File: src/inc/card_cmd_map.svh
/*
  Register offsets, command word fields, status words and coding values for the card
  command interpreter.
  Assumes a byte-addressed register port with one 32-bit word per register.
*/
`ifndef CARD_CMD_MAP_SVH
`define CARD_CMD_MAP_SVH

// register byte offsets
`define REG_CMD 8'h00
`define REG_ARG 8'h04
`define REG_STATUS 8'h08
`define REG_FILE 8'h0c
`define REG_LIFE 8'h10
`define REG_DEACT_OK 8'h14
`define REG_ACT_OK 8'h18
`define REG_CTRL 8'h1c
`define REG_RESP 8'h20

// command word fields
`define F_P1 7:0
`define F_P2 15:8
`define F_LEN 23:16
`define F_TGT 27:24
`define F_OP 30:28
`define F_LE 31
// argument word fields
`define F_TOTAL 15:0
`define F_TAG 23:16
`define F_DF 27:24
// status, file and response word fields
`define F_SW 15:0
`define F_BUSY 16
`define F_CUREF 3:0
`define F_CURDF 7:4
`define F_OFF 15:0
`define F_SEG 24:16

// reset values
`define RST_WORD 32'h0000_0000
`define RST_SW 16'h9000

// status words
`define SW_OK 16'h9000
`define SW_DATA_MORE 16'h63f1
`define SW_DATA_DONE 16'h62f3
`define SW_RESP_MORE 16'h62f1
`define SW_WRONG_LEN 16'h6700
`define SW_BAD_P1P2 16'h6a86
`define SW_BAD_DATA 16'h6a80
`define SW_SECURITY 16'h6982
`define SW_SEQUENCE 16'h6985
`define SW_DEAD_FILE 16'h6283

// parameter coding
`define P_ZERO 8'h00
`define P1_PATH_MF 8'h08
`define P1_PATH_DF 8'h09
`define LEN_UNBLOCK 8'h10
`define TAG_TLV 8'h73
`define TAG_PLAIN 8'h53
`define ROLE_DATA_FIRST 3'b100
`define ROLE_DATA_NEXT 3'b000
`define ROLE_DATA_RETX 3'b010
`define ROLE_RESP_FIRST 3'b101
`define ROLE_RESP_NEXT 3'b001
`define ROLE_RESP_RETX 3'b011
`define LE_FULL 9'h100

`endif

File: src/inc/card_cmd_pkg.sv
/*
  Types of the card command interpreter: command kinds and state codes.
  Assumes the map header supplies all numeric constants.
*/
package card_cmd_pkg;

  typedef enum logic [2:0] {
    OP_UNBLOCK = 3'h0,
    OP_DEACT = 3'h1,
    OP_ACT = 3'h2,
    OP_AUTH_EVEN = 3'h3,
    OP_AUTH_ODD = 3'h4,
    OP_SELECT = 3'h5,
    OP_OTHER = 3'h6,
    OP_SPARE = 3'h7
  } op_t;

  typedef enum logic [2:0] {
    C_IDLE = 3'b001,
    C_EXEC = 3'b010,
    C_WAIT = 3'b100
  } cmd_state_t;

  typedef enum logic [3:0] {
    CH_IDLE = 4'b0001,
    CH_RX = 4'b0010,
    CH_RXDONE = 4'b0100,
    CH_TX = 4'b1000
  } chain_state_t;

endpackage : card_cmd_pkg

File: src/verilog/card_file_state_and_auth_chaining.sv
/*
  Card command interpreter: parameter checks of PIN unblocking, elementary file
  deactivation and reactivation with current-file tracking, and the chained
  authenticate command with its status words.
  Assumes firmware writes the argument word and then the command word, resolves file
  paths to a file index, and that the authentication engine runs on clk.
*/
// Function
// - unblock takes P1 zero, no Le, length empty or sixteen
// - deactivation needs its access condition and marks the file deactivated
// - activation needs its access condition and clears the deactivated mark
// - successful deactivate or activate makes the target the current file
// - failed deactivate or activate keeps current file and directory unchanged
// - deactivated file refuses only OP_OTHER; select, deactivation and activation still act on it
// - selection byte is zero, path from root, or path from directory
// - P2 zero, no Le; all-empty command acts on current file
// - odd code carries TLV challenge and response of any length
// - odd-code data is wrapped under tag 73 or 53
// - chained data blocks hold at most 255 bytes, response segments at most 256, role given in P1
// - card answers 63F1 while data missing, 62F3 when complete
// - first response block starts the authentication computation
// - card answers 62F1 while response remains, 9000 on last segment
// - top three P1 bits give block role
`timescale 1ns/1ps
`include "card_cmd_map.svh"

module card_file_state_and_auth_chaining #(
  parameter int NUM_FILES = 16
) (
  input wire logic clk,
  input wire logic rst,
  input wire logic [7:0] addr,
  input wire logic [31:0] wrData,
  input wire logic wrStb,
  input wire logic rdStb,
  output logic [31:0] rdData,
  output logic authStart,
  input wire logic authDone,
  input wire logic [15:0] authRespLen
);

  ////////////////////////////////////////////////////////////////////////////////
  // state

  card_cmd_pkg::cmd_state_t cState, next_cState;
  card_cmd_pkg::chain_state_t chain, next_chain;
  logic [31:0] cmd, next_cmd;
  logic [31:0] arg, next_arg;
  logic [15:0] sw, next_sw;
  logic [3:0] curEf, next_curEf;
  logic [3:0] curDf, next_curDf;
  logic [NUM_FILES-1:0] lifeOff, next_lifeOff;
  logic [NUM_FILES-1:0] deactOk, next_deactOk;
  logic [NUM_FILES-1:0] actOk, next_actOk;
  logic appSel, next_appSel;
  logic [15:0] rxCount, next_rxCount;
  logic [15:0] rxTotal, next_rxTotal;
  logic [7:0] lastRx, next_lastRx;
  logic [15:0] respLen, next_respLen;
  logic [15:0] respOff, next_respOff;
  logic [8:0] segLen, next_segLen;
  logic pendEven, next_pendEven;
  logic next_authStart;
  logic [31:0] next_rdData;

  card_cmd_pkg::op_t op;
  logic [7:0] p1;
  logic [7:0] p2;
  logic [7:0] len;
  logic [2:0] role;
  logic [3:0] tgt;
  logic exec;

  assign op = card_cmd_pkg::op_t'(cmd[`F_OP]);
  assign p1 = cmd[`F_P1];
  assign p2 = cmd[`F_P2];
  assign len = cmd[`F_LEN];
  assign role = p1[7:5];
  assign tgt = (p1 == `P_ZERO && len == `P_ZERO) ? curEf : cmd[`F_TGT];
  assign exec = (cState == card_cmd_pkg::C_EXEC);

  // size of the next response segment: Le of zero asks for 256
  function automatic logic [8:0] seg_size(input logic [7:0] le, input logic [15:0] left);
    logic [8:0] want;
    want = (le == `P_ZERO) ? `LE_FULL : {1'b0, le};
    seg_size = ({7'h00, want} < left) ? want : left[8:0];
  endfunction : seg_size

  // status for a response segment starting at off
  function automatic logic [15:0] resp_sw(input logic [15:0] off, input logic [8:0] seg,
                                          input logic [15:0] total);
    resp_sw = ((off + {7'h00, seg}) < total) ? `SW_RESP_MORE : `SW_OK;
  endfunction : resp_sw

  ////////////////////////////////////////////////////////////////////////////////
  // next state

  always_comb begin
    next_cState = cState;
    next_chain = chain;
    next_cmd = cmd;
    next_arg = arg;
    next_sw = sw;
    next_curEf = curEf;
    next_curDf = curDf;
    next_lifeOff = lifeOff;
    next_deactOk = deactOk;
    next_actOk = actOk;
    next_appSel = appSel;
    next_rxCount = rxCount;
    next_rxTotal = rxTotal;
    next_lastRx = lastRx;
    next_respLen = respLen;
    next_respOff = respOff;
    next_segLen = segLen;
    next_pendEven = pendEven;
    next_authStart = 1'b0;
    next_rdData = `RST_WORD;

    if (rdStb) begin
      unique case (addr)
        `REG_CMD: next_rdData = cmd;
        `REG_ARG: next_rdData = arg;
        `REG_STATUS: next_rdData = {15'h0000, cState != card_cmd_pkg::C_IDLE, sw};
        `REG_FILE: next_rdData = {24'h000000, curDf, curEf};
        `REG_LIFE: next_rdData = 32'(lifeOff);
        `REG_DEACT_OK: next_rdData = 32'(deactOk);
        `REG_ACT_OK: next_rdData = 32'(actOk);
        `REG_CTRL: next_rdData = {31'h00000000, appSel};
        `REG_RESP: next_rdData = {7'h00, segLen, respOff};
        default: next_rdData = `RST_WORD;
      endcase
    end

    if (wrStb) begin
      unique case (addr)
        `REG_CMD: begin
          if (cState == card_cmd_pkg::C_IDLE) begin
            next_cmd = wrData;
            next_cState = card_cmd_pkg::C_EXEC;
          end
        end
        `REG_ARG: next_arg = wrData;
        `REG_DEACT_OK: next_deactOk = wrData[NUM_FILES-1:0];
        `REG_ACT_OK: next_actOk = wrData[NUM_FILES-1:0];
        `REG_CTRL: next_appSel = wrData[0];
        default: ;
      endcase
    end

    unique case (cState)
      card_cmd_pkg::C_IDLE: ;
      card_cmd_pkg::C_EXEC: begin
        next_cState = card_cmd_pkg::C_IDLE;
        next_sw = `SW_OK;
        unique case (op)
          card_cmd_pkg::OP_UNBLOCK: begin
            if (p1 != `P_ZERO || cmd[`F_LE]) begin
              next_sw = `SW_BAD_P1P2;
            end else if (len != `P_ZERO && len != `LEN_UNBLOCK) begin
              next_sw = `SW_WRONG_LEN;
            end
          end
          card_cmd_pkg::OP_DEACT, card_cmd_pkg::OP_ACT: begin
            if (p2 != `P_ZERO || cmd[`F_LE] ||
                (p1 != `P_ZERO && p1 != `P1_PATH_MF && p1 != `P1_PATH_DF)) begin
              next_sw = `SW_BAD_P1P2;
            end else if (p1 != `P_ZERO && len == `P_ZERO) begin
              next_sw = `SW_WRONG_LEN;
            end else if (op == card_cmd_pkg::OP_DEACT && !deactOk[tgt]) begin
              next_sw = `SW_SECURITY;
            end else if (op == card_cmd_pkg::OP_ACT && !actOk[tgt]) begin
              next_sw = `SW_SECURITY;
            end else begin
              next_lifeOff[tgt] = (op == card_cmd_pkg::OP_DEACT);
              next_curEf = tgt;
            end
          end
          card_cmd_pkg::OP_SELECT: begin
            next_curEf = cmd[`F_TGT];
            next_curDf = arg[`F_DF];
          end
          card_cmd_pkg::OP_OTHER: begin
            if (lifeOff[cmd[`F_TGT]]) begin
              next_sw = `SW_DEAD_FILE;
            end
          end
          card_cmd_pkg::OP_AUTH_EVEN: begin
            if (p1 != `P_ZERO) begin
              next_sw = `SW_BAD_P1P2;
            end else if (!appSel || len == `P_ZERO) begin
              next_sw = appSel ? `SW_WRONG_LEN : `SW_SEQUENCE;
            end else begin
              next_authStart = 1'b1;
              next_pendEven = 1'b1;
              next_chain = card_cmd_pkg::CH_IDLE;
              next_cState = card_cmd_pkg::C_WAIT;
            end
          end
          card_cmd_pkg::OP_AUTH_ODD: begin
            if (!appSel) begin
              next_sw = `SW_SEQUENCE;
            end else begin
              unique case (role)
                `ROLE_DATA_FIRST: begin
                  if (arg[`F_TAG] != `TAG_TLV && arg[`F_TAG] != `TAG_PLAIN) begin
                    next_sw = `SW_BAD_DATA;
                  end else if (len == `P_ZERO) begin
                    next_sw = `SW_WRONG_LEN;
                  end else begin
                    next_rxTotal = arg[`F_TOTAL];
                    next_rxCount = {8'h00, len};
                    next_lastRx = len;
                    next_sw = ({8'h00, len} < arg[`F_TOTAL]) ? `SW_DATA_MORE : `SW_DATA_DONE;
                    next_chain = ({8'h00, len} < arg[`F_TOTAL]) ? card_cmd_pkg::CH_RX
                                                                : card_cmd_pkg::CH_RXDONE;
                  end
                end
                `ROLE_DATA_NEXT, `ROLE_DATA_RETX: begin
                  if (chain != card_cmd_pkg::CH_RX &&
                      !(role == `ROLE_DATA_RETX && chain == card_cmd_pkg::CH_RXDONE)) begin
                    next_sw = `SW_SEQUENCE;
                  end else begin
                    // concatenate segments, a retransmit replaces the last one
                    next_rxCount = (role == `ROLE_DATA_RETX) ?
                                   rxCount - {8'h00, lastRx} + {8'h00, len} :
                                   rxCount + {8'h00, len};
                    next_lastRx = len;
                    next_sw = (next_rxCount < rxTotal) ? `SW_DATA_MORE : `SW_DATA_DONE;
                    next_chain = (next_rxCount < rxTotal) ? card_cmd_pkg::CH_RX
                                                          : card_cmd_pkg::CH_RXDONE;
                  end
                end
                `ROLE_RESP_FIRST: begin
                  if (chain != card_cmd_pkg::CH_RXDONE) begin
                    next_sw = `SW_SEQUENCE;
                  end else begin
                    next_authStart = 1'b1;
                    next_pendEven = 1'b0;
                    next_cState = card_cmd_pkg::C_WAIT;
                  end
                end
                `ROLE_RESP_NEXT, `ROLE_RESP_RETX: begin
                  if (chain != card_cmd_pkg::CH_TX ||
                      (role == `ROLE_RESP_NEXT && respOff + {7'h00, segLen} >= respLen)) begin
                    next_sw = `SW_SEQUENCE;
                  end else begin
                    if (role == `ROLE_RESP_NEXT) begin
                      next_respOff = respOff + {7'h00, segLen};
                    end
                    next_segLen = seg_size(len, respLen - next_respOff);
                    next_sw = resp_sw(next_respOff, next_segLen, respLen);
                  end
                end
                default: next_sw = `SW_BAD_P1P2;
              endcase
            end
          end
          default: next_sw = `SW_BAD_P1P2;
        endcase
      end
      card_cmd_pkg::C_WAIT: begin
        if (authDone) begin
          next_cState = card_cmd_pkg::C_IDLE;
          next_respLen = authRespLen;
          next_respOff = 16'h0000;
          next_segLen = seg_size(len, authRespLen);
          if (pendEven) begin
            next_sw = `SW_OK;
          end else begin
            next_chain = card_cmd_pkg::CH_TX;
            next_sw = resp_sw(16'h0000, next_segLen, authRespLen);
          end
        end
      end
      default: next_cState = card_cmd_pkg::C_IDLE;
    endcase
  end

  ////////////////////////////////////////////////////////////////////////////////
  // registers

  always_ff @(posedge clk or posedge rst) begin
    if (rst) begin
      cState <= card_cmd_pkg::C_IDLE;
      chain <= card_cmd_pkg::CH_IDLE;
      cmd <= `RST_WORD;
      arg <= `RST_WORD;
      sw <= `RST_SW;
      curEf <= 4'h0;
      curDf <= 4'h0;
      lifeOff <= '0;
      deactOk <= '0;
      actOk <= '0;
      appSel <= 1'b0;
      rxCount <= 16'h0000;
      rxTotal <= 16'h0000;
      lastRx <= 8'h00;
      respLen <= 16'h0000;
      respOff <= 16'h0000;
      segLen <= 9'h000;
      pendEven <= 1'b0;
      authStart <= 1'b0;
      rdData <= `RST_WORD;
    end else begin
      cState <= next_cState;
      chain <= next_chain;
      cmd <= next_cmd;
      arg <= next_arg;
      sw <= next_sw;
      curEf <= next_curEf;
      curDf <= next_curDf;
      lifeOff <= next_lifeOff;
      deactOk <= next_deactOk;
      actOk <= next_actOk;
      appSel <= next_appSel;
      rxCount <= next_rxCount;
      rxTotal <= next_rxTotal;
      lastRx <= next_lastRx;
      respLen <= next_respLen;
      respOff <= next_respOff;
      segLen <= next_segLen;
      pendEven <= next_pendEven;
      authStart <= next_authStart;
      rdData <= next_rdData;
    end
  end
endmodule : card_file_state_and_auth_chaining

File: config.mk
export PLATFORM = sky130hd
export DESIGN_NAME = card_file_state_and_auth_chaining
export DESIGN_NICKNAME = d
export VERILOG_FILES = /design/src/inc/card_cmd_pkg.sv /design/src/verilog/card_file_state_and_auth_chaining.sv
export VERILOG_INCLUDE_DIRS = /design/src /design/src/inc
export SDC_FILE = /design/constraint.sdc
export NUM_CORES = 1
export LEC_CHECK = 0
export BUFFER_PORTS_ARGS = -buffer_cell sky130_fd_sc_hd__buf_2
export CAP_MARGIN = 20
export CORE_UTILIZATION = 50
export CTS_CLUSTER_SIZE = 30
export DETAILED_ROUTE_END_ITERATION = 12
export PLACE_DENSITY_LB_ADDON = 0.2
export SLEW_MARGIN = 20
export SYNTH_ARGS = -nofsm -noshare
export SYNTH_HDL_FRONTEND = slang
export SYNTH_SLANG_ARGS = --single-unit
File: constraint.sdc
create_clock -name clk -period 9.2 [get_ports clk]
set_input_delay 0.92 -clock clk [delete_from_list [all_inputs] [get_ports clk]]
set_output_delay 0.92 -clock clk [all_outputs]
set_load 0.05 [all_outputs]
# Word-level counts from Yosys, hierarchy flattened
# Cells that the tools add are included.
[classes]
n_addsub = 6
order_cmp = 10
eq_ne = 58
mux = 109
bitwise_logic = 6
n_reduce_logical = 51
[ops]
columns = ["operator", "count"]
rows = [
  ["2-to-1 mux 16 bit", 31],
  ["case mux 32 bit (9 select lines)", 1],
  ["case mux 16 bit (2 select lines)", 3],
  ["case mux 16 bit (6 select lines)", 1],
  ["2-to-1 mux 9 bit", 10],
  ["case mux 16 bit (4 select lines)", 1],
  ["2-to-1 mux 4 bit", 13],
  ["< comparator 9 x 16 -> 1 bit", 3],
  ["2-to-1 mux 12 bit", 3],
  ["2-to-1 mux 3 bit", 11],
  ["adder 16 x 8 -> 16 bit", 2],
  ["adder 16 x 9 -> 16 bit", 2],
  ["== test 8 x 5 -> 1 bit (second input constant)", 4],
  ["< comparator 16 bit", 2],
  ["2-to-1 mux 32 bit", 1],
  ["case mux 4 bit (2 select lines)", 4],
  ["inequality test 2 bit (second input constant)", 15],
  ["zero test 8 bit", 3],
  ["2-to-1 mux 8 bit", 3],
  ["AND reduction 6 bit", 4],
  ["nonzero test 8 bit", 3],
  ["== test 3 bit (second input constant)", 6],
  ["case mux 9 bit (2 select lines)", 1],
  ["bitwise mux 16 bit", 1],
  ["other kinds (40)", 112],
]
[totals]
reg_bits = 259
input_bits = 61

# Longest topological paths before layout
# Gate-level depths: netlist of the first run.
[depth]
depth_word = 20
mapped_depth = 47
ltp_nobuf = 43

# Worst setup path before layout of the first run
# OpenSTA, ideal clock, no wires.
[synth_path]
kind = "register to register"
from = "reg cmd[7]"
to = "reg sw[7]"
setup_time_ns = 0.126
arrival_ns = 7.903
setup_slack_ns = 1.170
stages_incl_launch_ff = 45
synth_period_minus_slack_ns = 8.030
cell_sequence = "dfrtp_1 -> buf_6 -> or3b_1 -> buf_2 -> buf_2 -> mux2i_1 -> inv_1 -> fa_1 -> nor2b_1 -> o21ai_0 -> a21boi_0 -> o21ai_0 -> nand2_1 -> o31ai_1 -> xnor2_1 -> inv_1 -> ha_1 -> o21ai_0 -> [... 9 more ...] -> a21o_1 -> a21oi_1 -> o21bai_1 -> a21oi_1 -> o21bai_1 -> a21oi_1 -> inv_1 -> maj3_1 -> o21bai_1 -> xor2_1 -> ha_1 -> nand3_1 -> o211a_1 -> a21oi_1 -> o221ai_1 -> a21oi_1 -> o2111ai_1 -> a221o_1"
[synth_between]
elab_chain_len = 18
[synth_lines]
columns = ["item", "line_no", "text"]
rows = [
  ["start: declaration", "card_file_state_and_auth_chaining.sv:47", "logic [31:0] cmd, next_cmd;"],
  ["start signal: assignment", "card_file_state_and_auth_chaining.sv:287", "cmd <= `RST_WORD;"],
  ["start signal: assignment", "card_file_state_and_auth_chaining.sv:308", "cmd <= next_cmd;"],
  ["== test 3 x 1 -> 1 bit", "card_file_state_and_auth_chaining.sv:204", "unique case (role)"],
  ["2-to-1 mux 16 bit", "card_file_state_and_auth_chaining.sv:248", "if (role == `ROLE_RESP_NEXT) begin"],
  ["2-to-1 mux 16 bit", "card_file_state_and_auth_chaining.sv:244", "if (chain != card_cmd_pkg::CH_TX ||"],
  ["2-to-1 mux 16 bit", "card_file_state_and_auth_chaining.sv:204", ""],
  ["2-to-1 mux 16 bit", "card_file_state_and_auth_chaining.sv:201", "if (!appSel) begin"],
  ["2-to-1 mux 16 bit", "card_file_state_and_auth_chaining.sv:156", "unique case (op)"],
  ["2-to-1 mux 16 bit", "card_file_state_and_auth_chaining.sv:151", "unique case (cState)"],
  ["subtractor 16 bit", "card_file_state_and_auth_chaining.sv:251", "next_segLen = seg_size(len, respLen - next_respOff);"],
  ["[... 2 more ...]", "--", ""],
  ["adder 16 x 9 -> 16 bit", "card_file_state_and_auth_chaining.sv:92", "resp_sw = ((off + {7'h00, seg}) < total) ? `SW_RESP_MORE : `SW_OK;"],
  ["< comparator 16 bit", "card_file_state_and_auth_chaining.sv:92", ""],
  ["2-to-1 mux 16 bit (no source line)", "--", ""],
  ["2-to-1 mux 16 bit", "card_file_state_and_auth_chaining.sv:244", ""],
  ["case mux 16 bit (4 select lines)", "card_file_state_and_auth_chaining.sv:204", ""],
  ["2-to-1 mux 16 bit", "card_file_state_and_auth_chaining.sv:201", ""],
  ["case mux 16 bit (6 select lines) (*)", "card_file_state_and_auth_chaining.sv:156", ""],
  ["case mux 16 bit (2 select lines) (*)", "card_file_state_and_auth_chaining.sv:151", ""],
  ["end signal: assignment", "card_file_state_and_auth_chaining.sv:289", "sw <= `RST_SW;"],
  ["end signal: assignment", "card_file_state_and_auth_chaining.sv:310", "sw <= next_sw;"],
  ["end: declaration", "card_file_state_and_auth_chaining.sv:49", "logic [15:0] sw, next_sw;"],
]
# Mark *: on every way between the ends. The rest lies on a longest branch, timed or not. The select of a mux whose other input is x is not followed.
# A chain may end at the register's enable or synchronous reset.

# Worst setup path in the final report of the first run
[layout_path]
from = "reg respOff[0]"
to = "reg sw[7]"
[layout_between]
elab_chain_len = 18
[layout_lines]
columns = ["item", "line_no", "text"]
rows = [
  ["start: declaration", "card_file_state_and_auth_chaining.sv:60", "logic [15:0] respOff, next_respOff;"],
  ["start signal: assignment", "card_file_state_and_auth_chaining.sv:321", "respOff <= next_respOff;"],
  ["adder 16 x 9 -> 16 bit", "card_file_state_and_auth_chaining.sv:245, card_file_state_and_auth_chaining.sv:249", ""],
  ["2-to-1 mux 16 bit", "card_file_state_and_auth_chaining.sv:248", ""],
  ["2-to-1 mux 16 bit", "card_file_state_and_auth_chaining.sv:244", ""],
  ["2-to-1 mux 16 bit", "card_file_state_and_auth_chaining.sv:204", ""],
  ["2-to-1 mux 16 bit", "card_file_state_and_auth_chaining.sv:201", ""],
  ["2-to-1 mux 16 bit", "card_file_state_and_auth_chaining.sv:156", ""],
  ["2-to-1 mux 16 bit", "card_file_state_and_auth_chaining.sv:151", ""],
  ["subtractor 16 bit", "card_file_state_and_auth_chaining.sv:251", ""],
  ["[... 2 more ...]", "--", ""],
  ["adder 16 x 9 -> 16 bit", "card_file_state_and_auth_chaining.sv:92", ""],
  ["< comparator 16 bit", "card_file_state_and_auth_chaining.sv:92", ""],
  ["2-to-1 mux 16 bit (no source line)", "--", ""],
  ["2-to-1 mux 16 bit (*)", "card_file_state_and_auth_chaining.sv:244", ""],
  ["case mux 16 bit (4 select lines) (*)", "card_file_state_and_auth_chaining.sv:204", ""],
  ["2-to-1 mux 16 bit (*)", "card_file_state_and_auth_chaining.sv:201", ""],
  ["case mux 16 bit (6 select lines) (*)", "card_file_state_and_auth_chaining.sv:156", ""],
  ["case mux 16 bit (2 select lines) (*)", "card_file_state_and_auth_chaining.sv:151", ""],
]
# Marks and branches as above.

==> results of run 1 <==
==> stage by stage <==
stage / cell area, um^2 / worst slack, ps
after floorplan: 17300 / 1170
after global placement: 18200 / 665
after detailed placement: 18200 / 438
after CTS: 19200 / 392
after global routing: 19200 / -0.460
final: 19200 / 643
==> layout by cell type (no fill, tap or decap), drive strengths merged, types with 10 or more instances in the layout <==
cell,n
a221oi,10
o21ai,154
mux2,100
mux2i,28
dfrtp,251
o211ai,11
fa,12
inv,140
a31oi,21
o21a,15
nor3,26
a21oi,95
a21boi,10
nor4,13
nor2b,12
clkbuf,37
a211oi,10
buf,128
and2,12
a21o,35
nand2,261
nand2b,24
a22oi,16
nand3,42
nor2,96
mux4,13
and3,10
ha,129
o21bai,17
a222oi,33
xnor2,61
xor2,15
==> area by class of cell <==
cell class | count | area (um^2)
fill | 3022 | 14600
multi-input combinational | 1395 | 10100
sequential | 254 | 6360
clock buffer | 37 | 806
timing repair buffer | 128 | 741
tap | 448 | 561
inverter | 137 | 522
clock inverter | 14 | 140
==> per-layer routing <==
metal | up-vias | global-route usage
li1 | 6880 | -
met1 | 7140 | 0.422
met5 | - | 0
met2 | 618 | 0.475
met3 | 138 | 0.0427
met4 | 0 | 0.103
==> kinds of logic after synthesis <==
group	count (synthesis)	synth area share
adder cells (fa/ha/maj)	147	0.111
AO/OA/AOI/OAI	500	0.192
multiplexers	141	0.0983
XOR/XNOR	77	0.0413
flip-flops	254	0.368
buffers and inverters	231	0.0514
AND/OR/NAND/NOR	530	0.139
==> what timing repair did <==
action                     CTS  global route
hold endpoints to repair     0             0
gates resized for setup      0             9
setup endpoints to repair    0             6
setup buffers                0             4
==> power groups by stage <==
stage / sequential [mW] / combinational, mW / clock (mW)
after CTS: 1.22 / 0.591 / 1.17
after detailed placement: 1.24 / 0.586 / 0
after global routing: 1.23 / 0.673 / 1.22
after floorplan: 1.20 / 0.447 / 0
final: 1.23 / 0.599 / 1.16
after global placement: 1.24 / 0.573 / 0
==> how the worst min path moves through the flow <==
stage | start | endpoint | slack, ps | cells past startpoint
after global placement | lastRx[0] | lastRx[0] | 470 | 2
after detailed placement | sw[2] | sw[2] | 480 | 2
after global routing | arg[29] | arg[29] | 530 | 1
after floorplan | sw[2] | sw[2] | 450 | 2
final | rst | respLen[1] | 490 | 2
after CTS | sw[2] | sw[2] | 490 | 2
==> registers in the layout, indices dropped and copies added, names as in the netlist, 16 cells and up <==
name and cells:
rdData 32, rxCount 16, cmd 32, actOk 16, lifeOff 16, deactOk 16, respLen 16, respOff 16
arg 32, rxTotal 16
==> tab_implementation.tex, run 1 <==
\begin{tabular}{lr}
\hline
Metric & Value \\
\hline
\multicolumn{2}{l}{\textbf{Power}} \\
Relative contribution of the clock network to total power & 0.389 \\
Power density over cell area & 155 mW/mm\^{}2 \\
Switching share of power & 0.302 \\
Share of total power in sequential cells & 0.411 \\
Portion of total power attributed to combinational logic & 0.201 \\
Total Power Consumption & 2.98 mW \\
Leakage power figure & between 8 and 9 nW \\
Switching power of the nets & $\sim$900 uW \\
Internal Power & 2.08 mW \\
Highest ir drop seen on vdd & 0.163 mV \\
\multicolumn{2}{l}{\textbf{Critical path}} \\
Setup slack on the worst flop-to-flop path & 640 ps \\
Crit path launch & respOff[0] \\
Reg2reg path depth & 38 \\
Highest-delay cell along the critical path & sky130\_fd\_sc\_hd\_\_fa\_1 \\
CP Max Fanout & 4 \\
Crit path required time & between 9000 and 10000 ps \\
Startpoint of the worst register-to-register path & respOff[0] \\
Cell family with most CP delay & compound AO/OA/AOI/OAI gates \\
Classification of the worst setup path & reg -> reg \\
Capturing element type of the critical path & flop \\
Critical Path Most Common Cell & sky130\_fd\_sc\_hd\_\_ha\_1 \\
Logic depth of the worst setup path including buffers & 38 \\
Data arrival time of the worst path & around 9000 ps \\
Critical path startpoint category & flop \\
Critical path buffers and inverters & 2 \\
CP Capture Point & sw[7] \\
Endpoint of the lowest-slack register-to-register path & sw[7] \\
Maximum cell stage delay along the critical path & between 400 and 500 ps \\
\multicolumn{2}{l}{\textbf{Floorplanning}} \\
Placeable core region & 0.0338 mm\^{}2 \\
Num ports & 94 \\
Initial Utilization & 0.512 \\
FP Rows & 67 \\
Horizontal extent of the die & approximately 190 um \\
Die height & 188 um \\
Overall die area & 0.0353 mm\^{}2 \\
\multicolumn{2}{l}{\textbf{Clock network}} \\
H-tree Lvls & 1 \\
CTS tree & done \\
CTS Buffer Depth & 3 \\
Library cell used as clock root buffer & sky130\_fd\_sc\_hd\_\_clkbuf\_16 \\
Hold-fix buffers, CTS & 0 \\
Clock network latency to the later pin of the worst-skew pair & 560 ps \\
Clock tree sinks & between 200 and 300 \\
Worst-path clk slew & 60 ps \\
CTS Buf Count & 29 \\
\multicolumn{2}{l}{\textbf{Logic synthesis}} \\
Prevailing post-synth register cell & sky130\_fd\_sc\_hd\_\_dfrtp\_1 \\
Warnings from Yosys & 0 \\
Mapped Avg Cell Area & 9.20 um\^{}2 \\
Most common library cells after synthesis & 260 x sky130\_fd\_sc\_hd\_\_nand2\_1, 251 x sky130\_fd\_sc\_hd\_\_dfrtp\_1, 151 x sky130\_fd\_sc\_hd\_\_o21ai\_0 \\
Net count after synthesis & 2082 \\
Number of cells produced by synthesis & 1880 \\
Synthesized cell area & 0.0173 mm\^{}2 \\
Most instantiated library cell after synthesis & sky130\_fd\_sc\_hd\_\_nand2\_1 \\
Number of enable-type register cells in the synthesized netlist & 0 \\
Share of the synthesized area in the top cell type & 0.363 \\
Share of async-settable or async-resettable flops after synthesis & 1.00 \\
Library cell with the largest summed area after synthesis & sky130\_fd\_sc\_hd\_\_dfrtp\_1 \\
Count of unique library cells instantiated by Yosys & slightly above 80 \\
Flip-flop and latch count after synthesis & 254 \\
Ranking of synthesized cells by area & sky130\_fd\_sc\_hd\_\_dfrtp\_1 36\%, sky130\_fd\_sc\_hd\_\_ha\_1 9.3\%, sky130\_fd\_sc\_hd\_\_mux2\_2 6.5\%, sky130\_fd\_sc\_hd\_\_nand2\_1 5.6\%, sky130\_fd\_sc\_hd\_\_o21ai\_0 4.4\% \\
Share of the yosys chip area belonging to registers & 0.368 \\
\multicolumn{2}{l}{\textbf{Route}} \\
Uppermost layer routed & met4 \\
Number of nets still failing antenna checks after routing & 0 \\
Drt first-iter violations & 1420 \\
Total wire length after detailed routing & 52.6 mm \\
Drt drc & 0 \\
M1 wire length & between 20 and 25 mm \\
Met2 layer wire length in the routed design & 23.5 mm \\
Number of vias in the routed layout & 14800 \\
Length of the first detailed-routing pass in iterations & 9 \\
Vias per cell & roughly 6.1 \\
Average wire length per cell after detail routing & 21.8 um \\
Met3 routed wirelength & 3.65 mm \\
\multicolumn{2}{l}{\textbf{Timing}} \\
Worst clock skew & $\sim$13 ps \\
Slew Limit Fails & 0 \\
Hold WS & 486 ps \\
Minimum clock period after layout & 8560 ps \\
Max-slew headroom at the worst pin & 0.297 \\
Count of final hold-check violations & 0 \\
Tcrit/Tclk final & 0.930 \\
Maximum clock frequency & approximately 0.12 GHz \\
Fin Setup TNS & 0 ps \\
Number of endpoints failing setup at the final stage & 0 \\
Actual slew at the worst max-slew pin & 1050 ps \\
\multicolumn{2}{l}{\textbf{Place}} \\
Detail Placement HPWL & 39.0 mm \\
Placed cell count & 2358 \\
Routability-driven placement congestion ratio & roughly 0.95 \\
Number of buffers added on ports & 93 \\
\multicolumn{2}{l}{\textbf{Job}} \\
Max-cap check violation count & 0 \\
\multicolumn{2}{l}{\textbf{Global routing}} \\
Initial antenna violation count & 0 \\
First-pass GRT wire length & 83.0 mm \\
Overall track demand over capacity in global routing & 0.301 \\
Largest net degree at the start of global routing & 161 \\
Via count of the first global-routing pass & 14400 \\
Congestion Overflow GR & 0 \\
\multicolumn{2}{l}{\textbf{Final layout}} \\
Number of diodes & 0 \\
Layout overhead on the synthesized area & 11.2\% \\
Final layout net count & 2147 \\
Post-layout util & 0.569 \\
Ratio of cells with drive above 1 in the final layout & 0.166 \\
Final std cells w/o fill & 2413 \\
\multicolumn{2}{l}{\textbf{Min path}} \\
Type of the most critical hold path & in -> async \\
\multicolumn{2}{l}{\textbf{Outcome}} \\
Run status & complete, no violations \\
\hline
\end{tabular}
No activity file was read; power rests on OpenSTA's default activity.
==> inputs of run 2 (changes only) <==
--- a/config.mk
+++ b/config.mk
@@ -7,8 +7,7 @@
 export NUM_CORES = 1
 export LEC_CHECK = 0
 export BUFFER_PORTS_ARGS = -buffer_cell sky130_fd_sc_hd__buf_2
-export CAP_MARGIN = 20
-export CORE_UTILIZATION = 50
+export CORE_UTILIZATION = 63
 export CTS_CLUSTER_SIZE = 30
 export DETAILED_ROUTE_END_ITERATION = 12
 export PLACE_DENSITY_LB_ADDON = 0.2
==> run 2 against run 1 <==
Setup slack got worse by 160 ps. Power rose by 2.5%. Clock-buffer cell count up 2. Sequential power about the same. Die area down 20%. First-iteration DRC count grew 31%. Maximum frequency fell by 1.9%. Worst hold slack got worse by 0.71 ps. Non-clock buffer count down 1. Largest cell class unchanged.
==> tab_implementation.tex, run 2 (synthesized netlist as in run 1, its figures left out) <==
\begin{tabular}{lr}
\hline
Metric & Value \\
\hline
\multicolumn{2}{l}{\textbf{Power}} \\
Leakage power figure & 8.95 nW (was 8.96 nW) \\
Power density over cell area & 160 mW/mm\^{}2 (was 155 mW/mm\^{}2) \\
Total Power Consumption & 3.06 mW (was 2.98 mW) \\
Highest ir drop seen on vdd & 0.153 mV (was 0.163 mV) \\
\multicolumn{2}{l}{\textbf{Route}} \\
Met2 layer wire length in the routed design & 23.2 mm (was 23.5 mm) \\
Number of vias in the routed layout & 15100 (was 14800) \\
Average wire length per cell after detail routing & 22.5 um (was 21.8 um) \\
Drt first-iter violations & 1854 (was 1420) \\
Met3 routed wirelength & 4.64 mm (was 3.65 mm) \\
Length of the first detailed-routing pass in iterations & 9 (unchanged) \\
Vias per cell & 6.56 (was 6.12) \\
Number of nets still failing antenna checks after routing & 0 (unchanged) \\
Total wire length after detailed routing & 51.8 mm (was 52.6 mm) \\
Drt drc & 0 (unchanged) \\
Uppermost layer routed & met4 (unchanged) \\
M1 wire length & 21.9 mm (was 23.2 mm) \\
\multicolumn{2}{l}{\textbf{Floorplanning}} \\
Die height & 168 um (was 188 um) \\
Num ports & 94 (unchanged) \\
Placeable core region & 0.0270 mm\^{}2 (was 0.0338 mm\^{}2) \\
Initial Utilization & 0.642 (was 0.512) \\
Horizontal extent of the die & 168 um (was 188 um) \\
FP Rows & 60 (was 67) \\
Overall die area & 0.0281 mm\^{}2 (was 0.0353 mm\^{}2) \\
\multicolumn{2}{l}{\textbf{Clock network}} \\
Clock network latency to the later pin of the worst-skew pair & 560 ps (about the same) \\
Worst-path clk slew & 60 ps (about the same) \\
CTS tree & done (unchanged) \\
Library cell used as clock root buffer & sky130\_fd\_sc\_hd\_\_clkbuf\_16 (unchanged) \\
CTS Buffer Depth & 3 (unchanged) \\
Clock tree sinks & 254 (unchanged) \\
CTS Buf Count & 28 (was 29) \\
H-tree Lvls & 1 (unchanged) \\
\multicolumn{2}{l}{\textbf{Timing}} \\
Max-slew headroom at the worst pin & 0.305 (was 0.297) \\
Maximum clock frequency & 0.115 GHz (was 0.117 GHz) \\
Worst clock skew & 15.5 ps (was 13.2 ps) \\
Tcrit/Tclk final & 0.948 (was 0.930) \\
Actual slew at the worst max-slew pin & 1040 ps (was 1050 ps) \\
Fin Setup TNS & 0 ps (unchanged) \\
Number of endpoints failing setup at the final stage & 0 (unchanged) \\
Count of final hold-check violations & 0 (unchanged) \\
Unrepaired setup endpoints after global routing & no \\
Slew Limit Fails & 0 (unchanged) \\
Minimum clock period after layout & 8720 ps (was 8560 ps) \\
\multicolumn{2}{l}{\textbf{Critical path}} \\
Endpoint of the lowest-slack register-to-register path & sw[7] (unchanged) \\
Capturing element type of the critical path & flop (unchanged) \\
Crit path required time & 9630 ps (was 9650 ps) \\
Highest-delay cell along the critical path & sky130\_fd\_sc\_hd\_\_fa\_1 (unchanged) \\
Data arrival time of the worst path & 9150 ps (was 9000 ps) \\
Critical path buffers and inverters & 3 (was 2) \\
Setup slack on the worst flop-to-flop path & 480 ps (was 640 ps) \\
Reg2reg path depth & 40 (was 38) \\
Classification of the worst setup path & reg -> reg (unchanged) \\
CP Max Fanout & 4 (unchanged) \\
Critical path startpoint category & flop (unchanged) \\
Cell family with most CP delay & compound AO/OA/AOI/OAI gates (unchanged) \\
Startpoint of the worst register-to-register path & respOff[0] (unchanged) \\
Maximum cell stage delay along the critical path & 450 ps (about the same) \\
Critical Path Most Common Cell & sky130\_fd\_sc\_hd\_\_a21oi\_1 (was sky130\_fd\_sc\_hd\_\_ha\_1) \\
\multicolumn{2}{l}{\textbf{Final layout}} \\
Most common cell after layout, fill and taps aside & sky130\_fd\_sc\_hd\_\_nand2\_1 (unchanged) \\
Number of diodes & 0 (unchanged) \\
Ratio of cells with drive above 1 in the final layout & 0.163 (was 0.166) \\
Final std cells w/o fill & 2306 (was 2413) \\
Final layout net count & 2145 (was 2147) \\
Layout overhead on the synthesized area & 10.7\% (was 11.2\%) \\
Count of fill cells added during filler insertion & 2052 (was 3022) \\
Biggest regs & arg: 32 flops, cmd: 32 flops, rdData: 32 flops (unchanged) \\
Post-layout util & 0.710 (was 0.569) \\
Most frequent cells in the layout & 260 x sky130\_fd\_sc\_hd\_\_nand2\_1, 250 x sky130\_fd\_sc\_hd\_\_dfrtp\_1, 148 x sky130\_fd\_sc\_hd\_\_o21ai\_0, 136 x sky130\_fd\_sc\_hd\_\_inv\_1, 129 x sky130\_fd\_sc\_hd\_\_ha\_1 (was 260 x sky130\_fd\_sc\_hd\_\_nand2\_1, 251 x sky130\_fd\_sc\_hd\_\_dfrtp\_1, 149 x sky130\_fd\_sc\_hd\_\_o21ai\_0, 136 x sky130\_fd\_sc\_hd\_\_inv\_1, 129 x sky130\_fd\_sc\_hd\_\_ha\_1) \\
\multicolumn{2}{l}{\textbf{Global routing}} \\
Initial antenna violation count & 0 (unchanged) \\
Congestion Overflow GR & 0 (unchanged) \\
Via count of the first global-routing pass & 14600 (was 14400) \\
Largest net degree at the start of global routing & 123 (was 161) \\
First-pass GRT wire length & 81.3 mm (was 83.0 mm) \\
Overall track demand over capacity in global routing & 0.371 (was 0.301) \\
\multicolumn{2}{l}{\textbf{Place}} \\
Placed cell count & 2252 (was 2358) \\
Number of buffers added on ports & 93 (unchanged) \\
Detail Placement HPWL & 38.0 mm (was 39.0 mm) \\
Routability-driven placement congestion ratio & 0.983 (was 0.951) \\
\multicolumn{2}{l}{\textbf{Job}} \\
Max-cap check violation count & 0 (unchanged) \\
\multicolumn{2}{l}{\textbf{Outcome}} \\
Run status & complete, no violations (unchanged) \\
\multicolumn{2}{l}{\textbf{Min path}} \\
Type of the most critical hold path & in -> async (unchanged) \\
\hline
\end{tabular}
==> run 2: changes by cell type in the layout (fill, tap and decap cells not counted), sizes merged <==
cell,change
clkinv,-5
clkbuf,+2
buf,-1
inv,-2
bufinv,+3
clkinvlp,+3
==> run 2: cell type report <==
type	count	area, um^2	share of cell area
multi-input cells	1395	10100	0.528
flip-flops and latches	254	6360	0.332
inverters	137	522	0.0273
clock buffers	39	803	0.0420
repair buffers	127	721	0.0376
well taps	341	427	0.0223
clock inverters	13	206	0.0108
==> run 2: timing repair <==
action                                 4_1_cts  5_1_grt
hold buffers                                 0        0
gates resized for setup                      0        9
buffers inserted                             0        2
setup endpoints to repair                    0        6
endpoints found under the hold margin        0        0
==> run 2: metal layers <==
metal,vias up,track usage
li1,6848,-
met1,7311,0.517
met2,835,0.588
met3,144,0.0648
met4,0,0.126
met5,-,0
==> run 2: power by group <==
group	internal, mW	total, mW	switching [mW]
clock network	0.750	1.23	0.480
registers	1.16	1.22	0.0638
logic	0.253	0.608	0.355
total	2.16	3.06	0.898
==> run 2: worst max path at each step <==
stage                     from    end  slack [ps]  cells past startpoint
CTS                 respOff[0]  sw[7]         330                     38
finish              respOff[0]  sw[7]         480                     40
global placement        cmd[6]  sw[7]         640                     37
detailed placement  respOff[0]  sw[7]         340                     38
floorplan               cmd[7]  sw[7]        1170                     44
global route        respOff[0]  sw[7]          10                     41
==> run 2: through the flow <==
step / instance area (um^2) / hold WS (ps) / worst slack [ps]
after CTS: 19100 / 491 / 331
after global placement: 18100 / 466 / 641
final: 19100 / 485 / 480
after floorplan: 17300 / 449 / 1170
after global routing: 19100 / 523 / 13.5
after detailed placement: 18100 / 478 / 340
